## config.mk

```make
export PLATFORM = sky130hd
export DESIGN_NAME = tso_top
export DESIGN_NICKNAME = d
export VERILOG_FILES = /design/src/inc/tso_pkg.sv /design/src/inc/tso_if.sv /design/src/core/tso_pin_sel.sv /design/src/core/tso_top.sv
export SDC_FILE = /design/constraint.sdc
export NUM_CORES = 1
export LEC_CHECK = 0
export BUFFER_PORTS_ARGS = -buffer_cell sky130_fd_sc_hd__buf_2
export CAP_MARGIN = 20
export CORE_ASPECT_RATIO = 2
export CORE_MARGIN = 4
export CORE_UTILIZATION = 45
export CTS_CLUSTER_DIAMETER = 100
export DETAILED_ROUTE_END_ITERATION = 10
export GPL_TIMING_DRIVEN = 1
export PLACE_DENSITY_LB_ADDON = 0.15
export SLEW_MARGIN = 20
export SYNTH_ARGS = -nofsm -noshare
export SYNTH_HDL_FRONTEND = slang
export SYNTH_SLANG_ARGS = --single-unit
```

## constraint.sdc

```tcl
create_clock -name clock -period 3.45 [get_ports clock]
set_input_delay 0 -clock clock [delete_from_list [all_inputs] [get_ports clock]]
set_output_delay 0 -clock clock [all_outputs]
set_load 0.02 [all_outputs]
```

## src/inc/tso_pkg.sv

```systemverilog
package tso_pkg;
  localparam int unsigned REG_W  = 16;
  localparam int unsigned ADDR_W = 8;
  localparam int unsigned SEL_W  = 5;
  localparam int unsigned NPINS  = 2;

  // register offsets
  localparam logic [ADDR_W-1:0] ADDR_PIN_CFG = 8'h02;
  localparam logic [ADDR_W-1:0] ADDR_SELECT  = 8'h0B;

  // field positions
  localparam int unsigned SEL_A_LSB = 0;
  localparam int unsigned SEL_B_LSB = 8;
  localparam int unsigned CFG_A_LSB = 0;
  localparam int unsigned CFG_B_LSB = 8;
  localparam int unsigned CFG_INV   = 0;
  localparam int unsigned CFG_OD    = 1;
  localparam int unsigned CFG_EN    = 2;

  // values after reset and writable bits
  localparam logic [REG_W-1:0] SEL_REG_RST  = 16'h0000;
  localparam logic [REG_W-1:0] SEL_REG_MASK = 16'h1F1F;
  localparam logic [REG_W-1:0] CFG_REG_RST  = 16'h0404;
  localparam logic [REG_W-1:0] CFG_REG_MASK = 16'h0707;

  typedef enum logic [4:0] {
    SEL_IRQ    = 5'h01,
    SEL_WINDOW = 5'h02,
    SEL_LED_A  = 5'h05,
    SEL_LED_B  = 5'h06,
    SEL_LED_AB = 5'h07,
    SEL_WR_A   = 5'h0C,
    SEL_WR_B   = 5'h0D,
    SEL_WR_AB  = 5'h0E,
    SEL_HALF   = 5'h0F,
    SEL_LOW    = 5'h10,
    SEL_HIGH   = 5'h11,
    SEL_OSC    = 5'h13
  } tso_sel_t;

  typedef enum logic [0:0] {
    WIN_IDLE = 1'b0,
    WIN_OPEN = 1'b1
  } tso_win_t;
endpackage

```

## src/inc/tso_if.sv

```systemverilog
`timescale 1ns/1ns
interface tso_if;
  logic sample_win;
  logic led_a;
  logic led_b;
  logic wr_a;
  logic wr_b;
  logic half_rate;
  logic osc;
  logic irq;

  modport src  (output sample_win, led_a, led_b, wr_a, wr_b, half_rate, osc, irq);
  modport sink (input  sample_win, led_a, led_b, wr_a, wr_b, half_rate, osc, irq);
endinterface

```

## src/core/tso_pin_sel.sv

```systemverilog
`timescale 1ns/1ns
module tso_pin_sel
  import tso_pkg::*;
(
  input  wire logic                      clock,
  input  wire logic                      rst,
  input  wire logic [tso_pkg::SEL_W-1:0] sel,
  input  wire logic                      invert,
  input  wire logic                      open_drain,
  input  wire logic                      enable,
  tso_if.sink                            tif,
  output logic                           pin_out,
  output logic                           pin_oe_n
);
  import tso_pkg::*;

  logic raw;
  logic nxt_oe_n;

  always_comb begin
    case (sel)
      SEL_IRQ:    raw = tif.irq;
      SEL_WINDOW: raw = tif.sample_win;
      SEL_LED_A:  raw = tif.led_a;
      SEL_LED_B:  raw = tif.led_b;
      SEL_LED_AB: raw = tif.led_a | tif.led_b;
      SEL_WR_A:   raw = tif.wr_a;
      SEL_WR_B:   raw = tif.wr_b;
      SEL_WR_AB:  raw = tif.wr_a | tif.wr_b;
      SEL_HALF:   raw = tif.half_rate;
      SEL_LOW:    raw = 1'b0;
      SEL_HIGH:   raw = 1'b1;
      SEL_OSC:    raw = tif.osc;
      default:    raw = 1'b0;
    endcase
  end

  // open drain drives only while asserted; a disabled pin floats
  always_comb begin
    if (!enable) begin
      nxt_oe_n = 1'b1;
    end else if (open_drain) begin
      nxt_oe_n = ~raw;
    end else begin
      nxt_oe_n = 1'b0;
    end
  end

  always_ff @(posedge clock) begin
    if (rst) begin
      pin_out  <= 1'b0;
      pin_oe_n <= 1'b1;
    end else begin
      pin_out  <= raw ^ invert;
      pin_oe_n <= nxt_oe_n;
    end
  end
endmodule // tso_pin_sel

```

## src/core/tso_top.sv

```systemverilog
`timescale 1ns/1ns
module tso_top
  import tso_pkg::*;
(
  input  wire logic                       clock,
  input  wire logic                       rst,
  input  wire logic                       reg_wr_en,
  input  wire logic [tso_pkg::ADDR_W-1:0] reg_addr,
  input  wire logic [tso_pkg::REG_W-1:0]  reg_wr_data,
  output logic      [tso_pkg::REG_W-1:0]  reg_rd_data,
  input  wire logic                       standby,
  input  wire logic                       slot_a_en,
  input  wire logic                       slot_b_en,
  input  wire logic                       slot_a_busy,
  input  wire logic                       slot_b_busy,
  input  wire logic                       led_pulse_a,
  input  wire logic                       led_pulse_b,
  input  wire logic                       data_wr_a,
  input  wire logic                       data_wr_b,
  input  wire logic                       sample_start,
  input  wire logic                       sample_done,
  input  wire logic                       irq_level,
  input  wire logic                       osc_32k,
  output logic                            pin_a_out,
  output logic                            pin_a_oe_n,
  output logic                            pin_b_out,
  output logic                            pin_b_oe_n
);
  import tso_pkg::*;

  logic [REG_W-1:0] sel_reg_ff;
  logic [REG_W-1:0] cfg_reg_ff;
  logic [REG_W-1:0] nxt_rd_data;
  logic             osc_meta_ff;
  logic             osc_sync_ff;
  tso_win_t         win_state_ff;
  logic             busy_a_d_ff;
  logic             busy_b_d_ff;
  logic             wr_a_ff;
  logic             wr_b_ff;
  logic             half_ff;
  logic             first_rise;
  logic             last_fall;
  logic [SEL_W-1:0] pin_sel [NPINS];
  logic [2:0]       pin_cfg [NPINS];
  logic [NPINS-1:0] pin_out_v;
  logic [NPINS-1:0] pin_oe_n_v;

  tso_if tif ();

  // register writes; reserved bits stay zero
  always_ff @(posedge clock) begin
    if (rst) begin
      sel_reg_ff <= SEL_REG_RST;
      cfg_reg_ff <= CFG_REG_RST;
    end else if (reg_wr_en) begin
      if (reg_addr == ADDR_SELECT) begin
        sel_reg_ff <= reg_wr_data & SEL_REG_MASK;
      end
      if (reg_addr == ADDR_PIN_CFG) begin
        cfg_reg_ff <= reg_wr_data & CFG_REG_MASK;
      end
    end
  end

  always_comb begin
    case (reg_addr)
      ADDR_SELECT:  nxt_rd_data = sel_reg_ff;
      ADDR_PIN_CFG: nxt_rd_data = cfg_reg_ff;
      default:      nxt_rd_data = 16'h0000;
    endcase
  end

  always_ff @(posedge clock) begin
    if (rst) begin
      reg_rd_data <= 16'h0000;
    end else begin
      reg_rd_data <= nxt_rd_data;
    end
  end

  // the oscillator comes from another domain
  always_ff @(posedge clock) begin
    if (rst) begin
      osc_meta_ff <= 1'b0;
      osc_sync_ff <= 1'b0;
    end else begin
      osc_meta_ff <= osc_32k;
      osc_sync_ff <= osc_meta_ff;
    end
  end

  // sample window
  always_ff @(posedge clock) begin
    if (rst) begin
      busy_a_d_ff <= 1'b0;
      busy_b_d_ff <= 1'b0;
    end else begin
      busy_a_d_ff <= slot_a_busy;
      busy_b_d_ff <= slot_b_busy;
    end
  end

  assign first_rise = (slot_a_en & slot_a_busy & ~busy_a_d_ff) | (slot_b_en & slot_b_busy & ~busy_b_d_ff);
  // slot B, when enabled, always runs last in the sample
  assign last_fall  = slot_b_en ? (busy_b_d_ff & ~slot_b_busy) : (slot_a_en & busy_a_d_ff & ~slot_a_busy);

  always_ff @(posedge clock) begin
    if (rst) begin
      win_state_ff <= WIN_IDLE;
    end else if (standby) begin
      win_state_ff <= WIN_IDLE;
    end else begin
      case (win_state_ff)
        WIN_IDLE: begin
          if (first_rise) begin
            win_state_ff <= WIN_OPEN;
          end
        end
        WIN_OPEN: begin
          if (last_fall) begin
            win_state_ff <= WIN_IDLE;
          end
        end
        default: win_state_ff <= WIN_IDLE;
      endcase
    end
  end

  // data written flags; a write in the sample_start cycle still counts, one during standby is lost
  always_ff @(posedge clock) begin
    if (rst || standby) begin
      wr_a_ff <= 1'b0;
      wr_b_ff <= 1'b0;
    end else begin
      if (data_wr_a) begin
        wr_a_ff <= 1'b1;
      end else if (sample_start) begin
        wr_a_ff <= 1'b0;
      end
      if (data_wr_b) begin
        wr_b_ff <= 1'b1;
      end else if (sample_start) begin
        wr_b_ff <= 1'b0;
      end
    end
  end

  always_ff @(posedge clock) begin
    if (rst || standby) begin
      half_ff <= 1'b0;
    end else if (sample_done) begin
      half_ff <= ~half_ff;
    end
  end

  assign tif.sample_win = (win_state_ff == WIN_OPEN);
  assign tif.led_a      = led_pulse_a;
  assign tif.led_b      = led_pulse_b;
  assign tif.wr_a       = wr_a_ff;
  assign tif.wr_b       = wr_b_ff;
  assign tif.half_rate  = half_ff;
  assign tif.osc        = osc_sync_ff;
  assign tif.irq        = irq_level;

  assign pin_sel[0] = sel_reg_ff[SEL_A_LSB +: SEL_W];
  assign pin_sel[1] = sel_reg_ff[SEL_B_LSB +: SEL_W];
  assign pin_cfg[0] = cfg_reg_ff[CFG_A_LSB +: 3];
  assign pin_cfg[1] = cfg_reg_ff[CFG_B_LSB +: 3];

  for (genvar i = 0; i < NPINS; i++) begin : g_pin
    tso_pin_sel u_pin (
      .clock      (clock),
      .rst        (rst),
      .sel        (pin_sel[i]),
      .invert     (pin_cfg[i][CFG_INV]),
      .open_drain (pin_cfg[i][CFG_OD]),
      .enable     (pin_cfg[i][CFG_EN]),
      .tif        (tif.sink),
      .pin_out    (pin_out_v[i]),
      .pin_oe_n   (pin_oe_n_v[i])
    );
  end

  assign pin_a_out  = pin_out_v[0];
  assign pin_a_oe_n = pin_oe_n_v[0];
  assign pin_b_out  = pin_out_v[1];
  assign pin_b_oe_n = pin_oe_n_v[1];
endmodule // tso_top

```

==> impl_metrics.sql <==
INSERT INTO impl_metrics (metric_group, metric, value, unit) VALUES
('final_layout', 'post-route-cell-area', '2111', 'µm²'),
('clock_network', 'cts_tree', 'yes', ''),
('die', 'dieArea', '4683', 'µm²'),
('worst_hold_path', 'hold_path_startpoint', 'sample_start', ''),
('clock_network', 'postCtsHoldBufs', '18', ''),
('setup_path', 'crit_path_start_kind', 'flop', ''),
('clock_network', 'ctsLongestPathBuffers', '2', ''),
('setup_path', 'crit_end_category', 'flop', ''),
('power_and_ir_drop', 'power.share.combinational', '0.090', ''),
('setup_path', 'worst-endpoint-arrival', '2.05', 'ns'),
('final_layout', 'final_layout_size_suffix_gt1_frac', '0.2400', ''),
('grt', 'antenna_found_initial', '0', ''),
('timing', 'setup_viol_count_final', '0', ''),
('synth', 'netlist.top_cell.by_area', 'sky130_fd_sc_hd__dfxtp_1', ''),
('power_and_ir_drop', 'clock_power_share', '0.349', ''),
('die', 'fp.dieH', '92.86', 'µm'),
('synth', 'postSynthRegisterBits', '38', ''),
('die', 'die_width', '50.43', 'µm'),
('routing', 'avgViaCountPerCell', '4.990', ''),
('outcome', 'outcome', 'finished, final reports clean', ''),
('clock_network', 'clock_insertion_delay_worst_skew', '0.28', 'ns'),
('routing', 'route.detailed.wl_per_inst', '12.87', 'µm'),
('place', 'placed_cells', '273', ''),
('clock_network', 'numCtsBuffers', '5', ''),
('power_and_ir_drop', 'power.switching_fraction', '0.2273', ''),
('setup_path', 'crit_required', '3.62', 'ns'),
('routing', 'finalWirelength', '3.834', 'mm'),
('final_layout', 'layout.cells.most_common', 'sky130_fd_sc_hd__buf_2', ''),
('synth', 'mappedNetlistArea', '1620', 'µm²'),
('synth', 'synth-edff-count', '0', ''),
('setup_path', 'critical-path-top-cell-by-count', 'sky130_fd_sc_hd__mux2_2', ''),
('final_layout', 'layout_area_growth_over_synthesis', '30.27', '%'),
('synth', 'synth.area.top_cells', 'sky130_fd_sc_hd__dfxtp_1 (47%), sky130_fd_sc_hd__nand2_1 (7.6%), sky130_fd_sc_hd__a21oi_1 (6.2%), sky130_fd_sc_hd__buf_4 (3.7%), sky130_fd_sc_hd__a22oi_1 (3.2%)', ''),
('synth', 'ys_async_sr_fraction', '0', ''),
('final_layout', 'layout.cells.non_filler', '298', ''),
('synth', 'yosysTopAreaCellShare', '0.4695', ''),
('final_layout', 'finalCoreUtilization', '0.6179', ''),
('timing', 'worstMarginPinSlew', '0.6536', 'ns'),
('power_and_ir_drop', 'power.switching', '0.0001817', 'W'),
('die', 'ioPinCount', '60', ''),
('die', 'rows', '30', ''),
('setup_path', 'cpMaxStageDelayCell', 'sky130_fd_sc_hd__dfxtp_1', ''),
('timing', 'clock-skew-final', '0.006658', 'ns'),
('synth', 'synth_sequential_area_ratio', '0.4695', ''),
('final_layout', 'finalNetCount', '290', ''),
('setup_path', 'r2r_setup_slack', '1.57', 'ns'),
('grt', 'grt_pass1_wl', '6.127', 'mm'),
('power_and_ir_drop', 'powerDensity', '378.7', 'nW/µm²'),
('worst_hold_path', 'timing.hold.worst.class', 'in2reg', ''),
('clock_network', 'cts-htree-levels', '2', ''),
('setup_path', 'critical_path.top_delay_family', 'multiplexers', ''),
('place', 'globalplace.congestion', '0.8343', ''),
('routing', 'first_iter_violations', '38', ''),
('timing', 'timing.final.max_slew_violations', '0', ''),
('die', 'start_util', '0.4744', ''),
('place', 'dp.final_hpwl', '2.847', 'mm'),
('clock_network', 'clk_pin_slew_worst_paths', '0.07', 'ns'),
('setup_path', 'reg2reg_to', 'g_pin[1].u_pin.pin_out', ''),
('routing', 'antenna_left', '0', ''),
('power_and_ir_drop', 'power_frac_seq', '0.561', ''),
('place', 'dpl_cell_area', '1852', 'µm²'),
('power_and_ir_drop', 'internal-power', '0.0006177', 'W'),
('setup_path', 'crit_path_cell_trace', 'mux2_2 > a22oi_1 > nor4b_1 > nor3_1 > mux2_2', ''),
('clock_network', 'cts_sinks', '38', ''),
('synth', 'post_synth_num_cell_types', '38', ''),
('grt', 'grt_pass1_vias', '1419', ''),
('timing', 'tns', '0', 'ns'),
('timing', 'finalHoldViolations', '0', ''),
('grt', 'grt.overflow.total', '0', ''),
('flow_run', 'max_cap_viol_count', '0', ''),
('synth', 'postSynthAreaPerCell', '8.665', 'µm²');
## how the worst max path moves through the flow
stage / startpoint / to / slack (ns) / depth (start not counted)
final: sel_reg_ff[11] / g_pin[1].u_pin.pin_out / 1.57 / 5
after global routing: sel_reg_ff[11] / g_pin[1].u_pin.pin_out / 1.35 / 5
after CTS: sel_reg_ff[11] / g_pin[1].u_pin.pin_out / 1.58 / 5
after detailed placement: reg_addr[5] / sel_reg_ff[3] / 1.47 / 6
after global placement: reg_addr[5] / sel_reg_ff[3] / 1.53 / 6
after floorplan: sel_reg_ff[11] / g_pin[1].u_pin.pin_out / 1.67 / 6
## cells by family (layout without fill, tap and decap cells)
logic type,Yosys count,in the layout,synth area share
DFF,38,38,0.4695
xor gates and xnor gates,1,1,0.005406
buffers and inverters,19,77,0.06255
and+or+nand+nor,81,81,0.2649
muxes,5,5,0.03320
AOI/OAI and AO/OA,42,42,0.1622
other,1,6,0.002314
## stage by stage
stage           power, W  setup WS, ns
6_report       0.0007994         1.570
2_1_floorplan  0.0004915         1.665
5_1_grt        0.0008339         1.354
4_1_cts        0.0008069         1.577
3_5_place_dp   0.0005143         1.471
3_3_place_gp   0.0005139         1.532
## power groups by stage
stage / logic (W) / registers [W] / clock network, W
6_report: 0.0000719 / 0.000449 / 0.000279
3_3_place_gp: 0.0000555 / 0.000458 / 0
3_5_place_dp: 0.0000558 / 0.000459 / 0
4_1_cts: 0.0000714 / 0.000448 / 0.000287
5_1_grt: 0.0000792 / 0.000449 / 0.000306
2_1_floorplan: 0.0000324 / 0.000459 / 0
## registers in the layout, indices dropped and copies added, names as in the netlist
signal and count:
busy_a_d_ff 1, busy_b_d_ff 1, cfg_reg_ff 6, g_pin.u_pin.pin_oe_n 2
g_pin.u_pin.pin_out 2, half_ff 1, osc_meta_ff 1, osc_sync_ff 1
reg_rd_data 10, sel_reg_ff 10, tif.sample_win 1, tif.wr_a 1
tif.wr_b 1
## layer usage
metal / vias up / global-route usage / routed length (µm)
met5: - / 0 / 0
met2: 46 / 0.3100 / 2154
met1: 670 / 0.1655 / 1387
li1: 762 / - / -
met3: 9 / 0.04670 / 203
met4: 0 / 0.1079 / 89
## cells in the mapped netlist (3+ instances only)
master,number
sky130_fd_sc_hd__and2_1,6
sky130_fd_sc_hd__a211o_1,4
sky130_fd_sc_hd__nor2b_1,7
sky130_fd_sc_hd__inv_1,5
sky130_fd_sc_hd__nand2b_1,3
sky130_fd_sc_hd__a21oi_1,20
sky130_fd_sc_hd__nand2_1,33
sky130_fd_sc_hd__a22oi_1,7
sky130_fd_sc_hd__nor2_1,13
sky130_fd_sc_hd__o21ai_0,3
sky130_fd_sc_hd__nor3_1,5
sky130_fd_sc_hd__mux2_2,3
sky130_fd_sc_hd__clkbuf_1,4
sky130_fd_sc_hd__buf_4,8
sky130_fd_sc_hd__dfxtp_1,38
## worst min-delay path: cells and delay by family
kind	cells	cell delay, ns
AOI/OAI and AO/OA	1	0.14
and+or+nand+nor	1	0.05
buffers and inverters	2	0.11
## layout make-up
type / count / area (µm²)
Multi-Input combinational cell: 135 / 777.0
Sequential cell: 38 / 760.7
Timing Repair Buffer: 65 / 415.4
Fill cell: 320 / 1305
Inverter: 5 / 18.77
Tap cell: 48 / 60.06
Clock inverter: 2 / 10.01
Clock buffer: 5 / 68.82
Note: power is estimated with default switching activity, not from simulation.
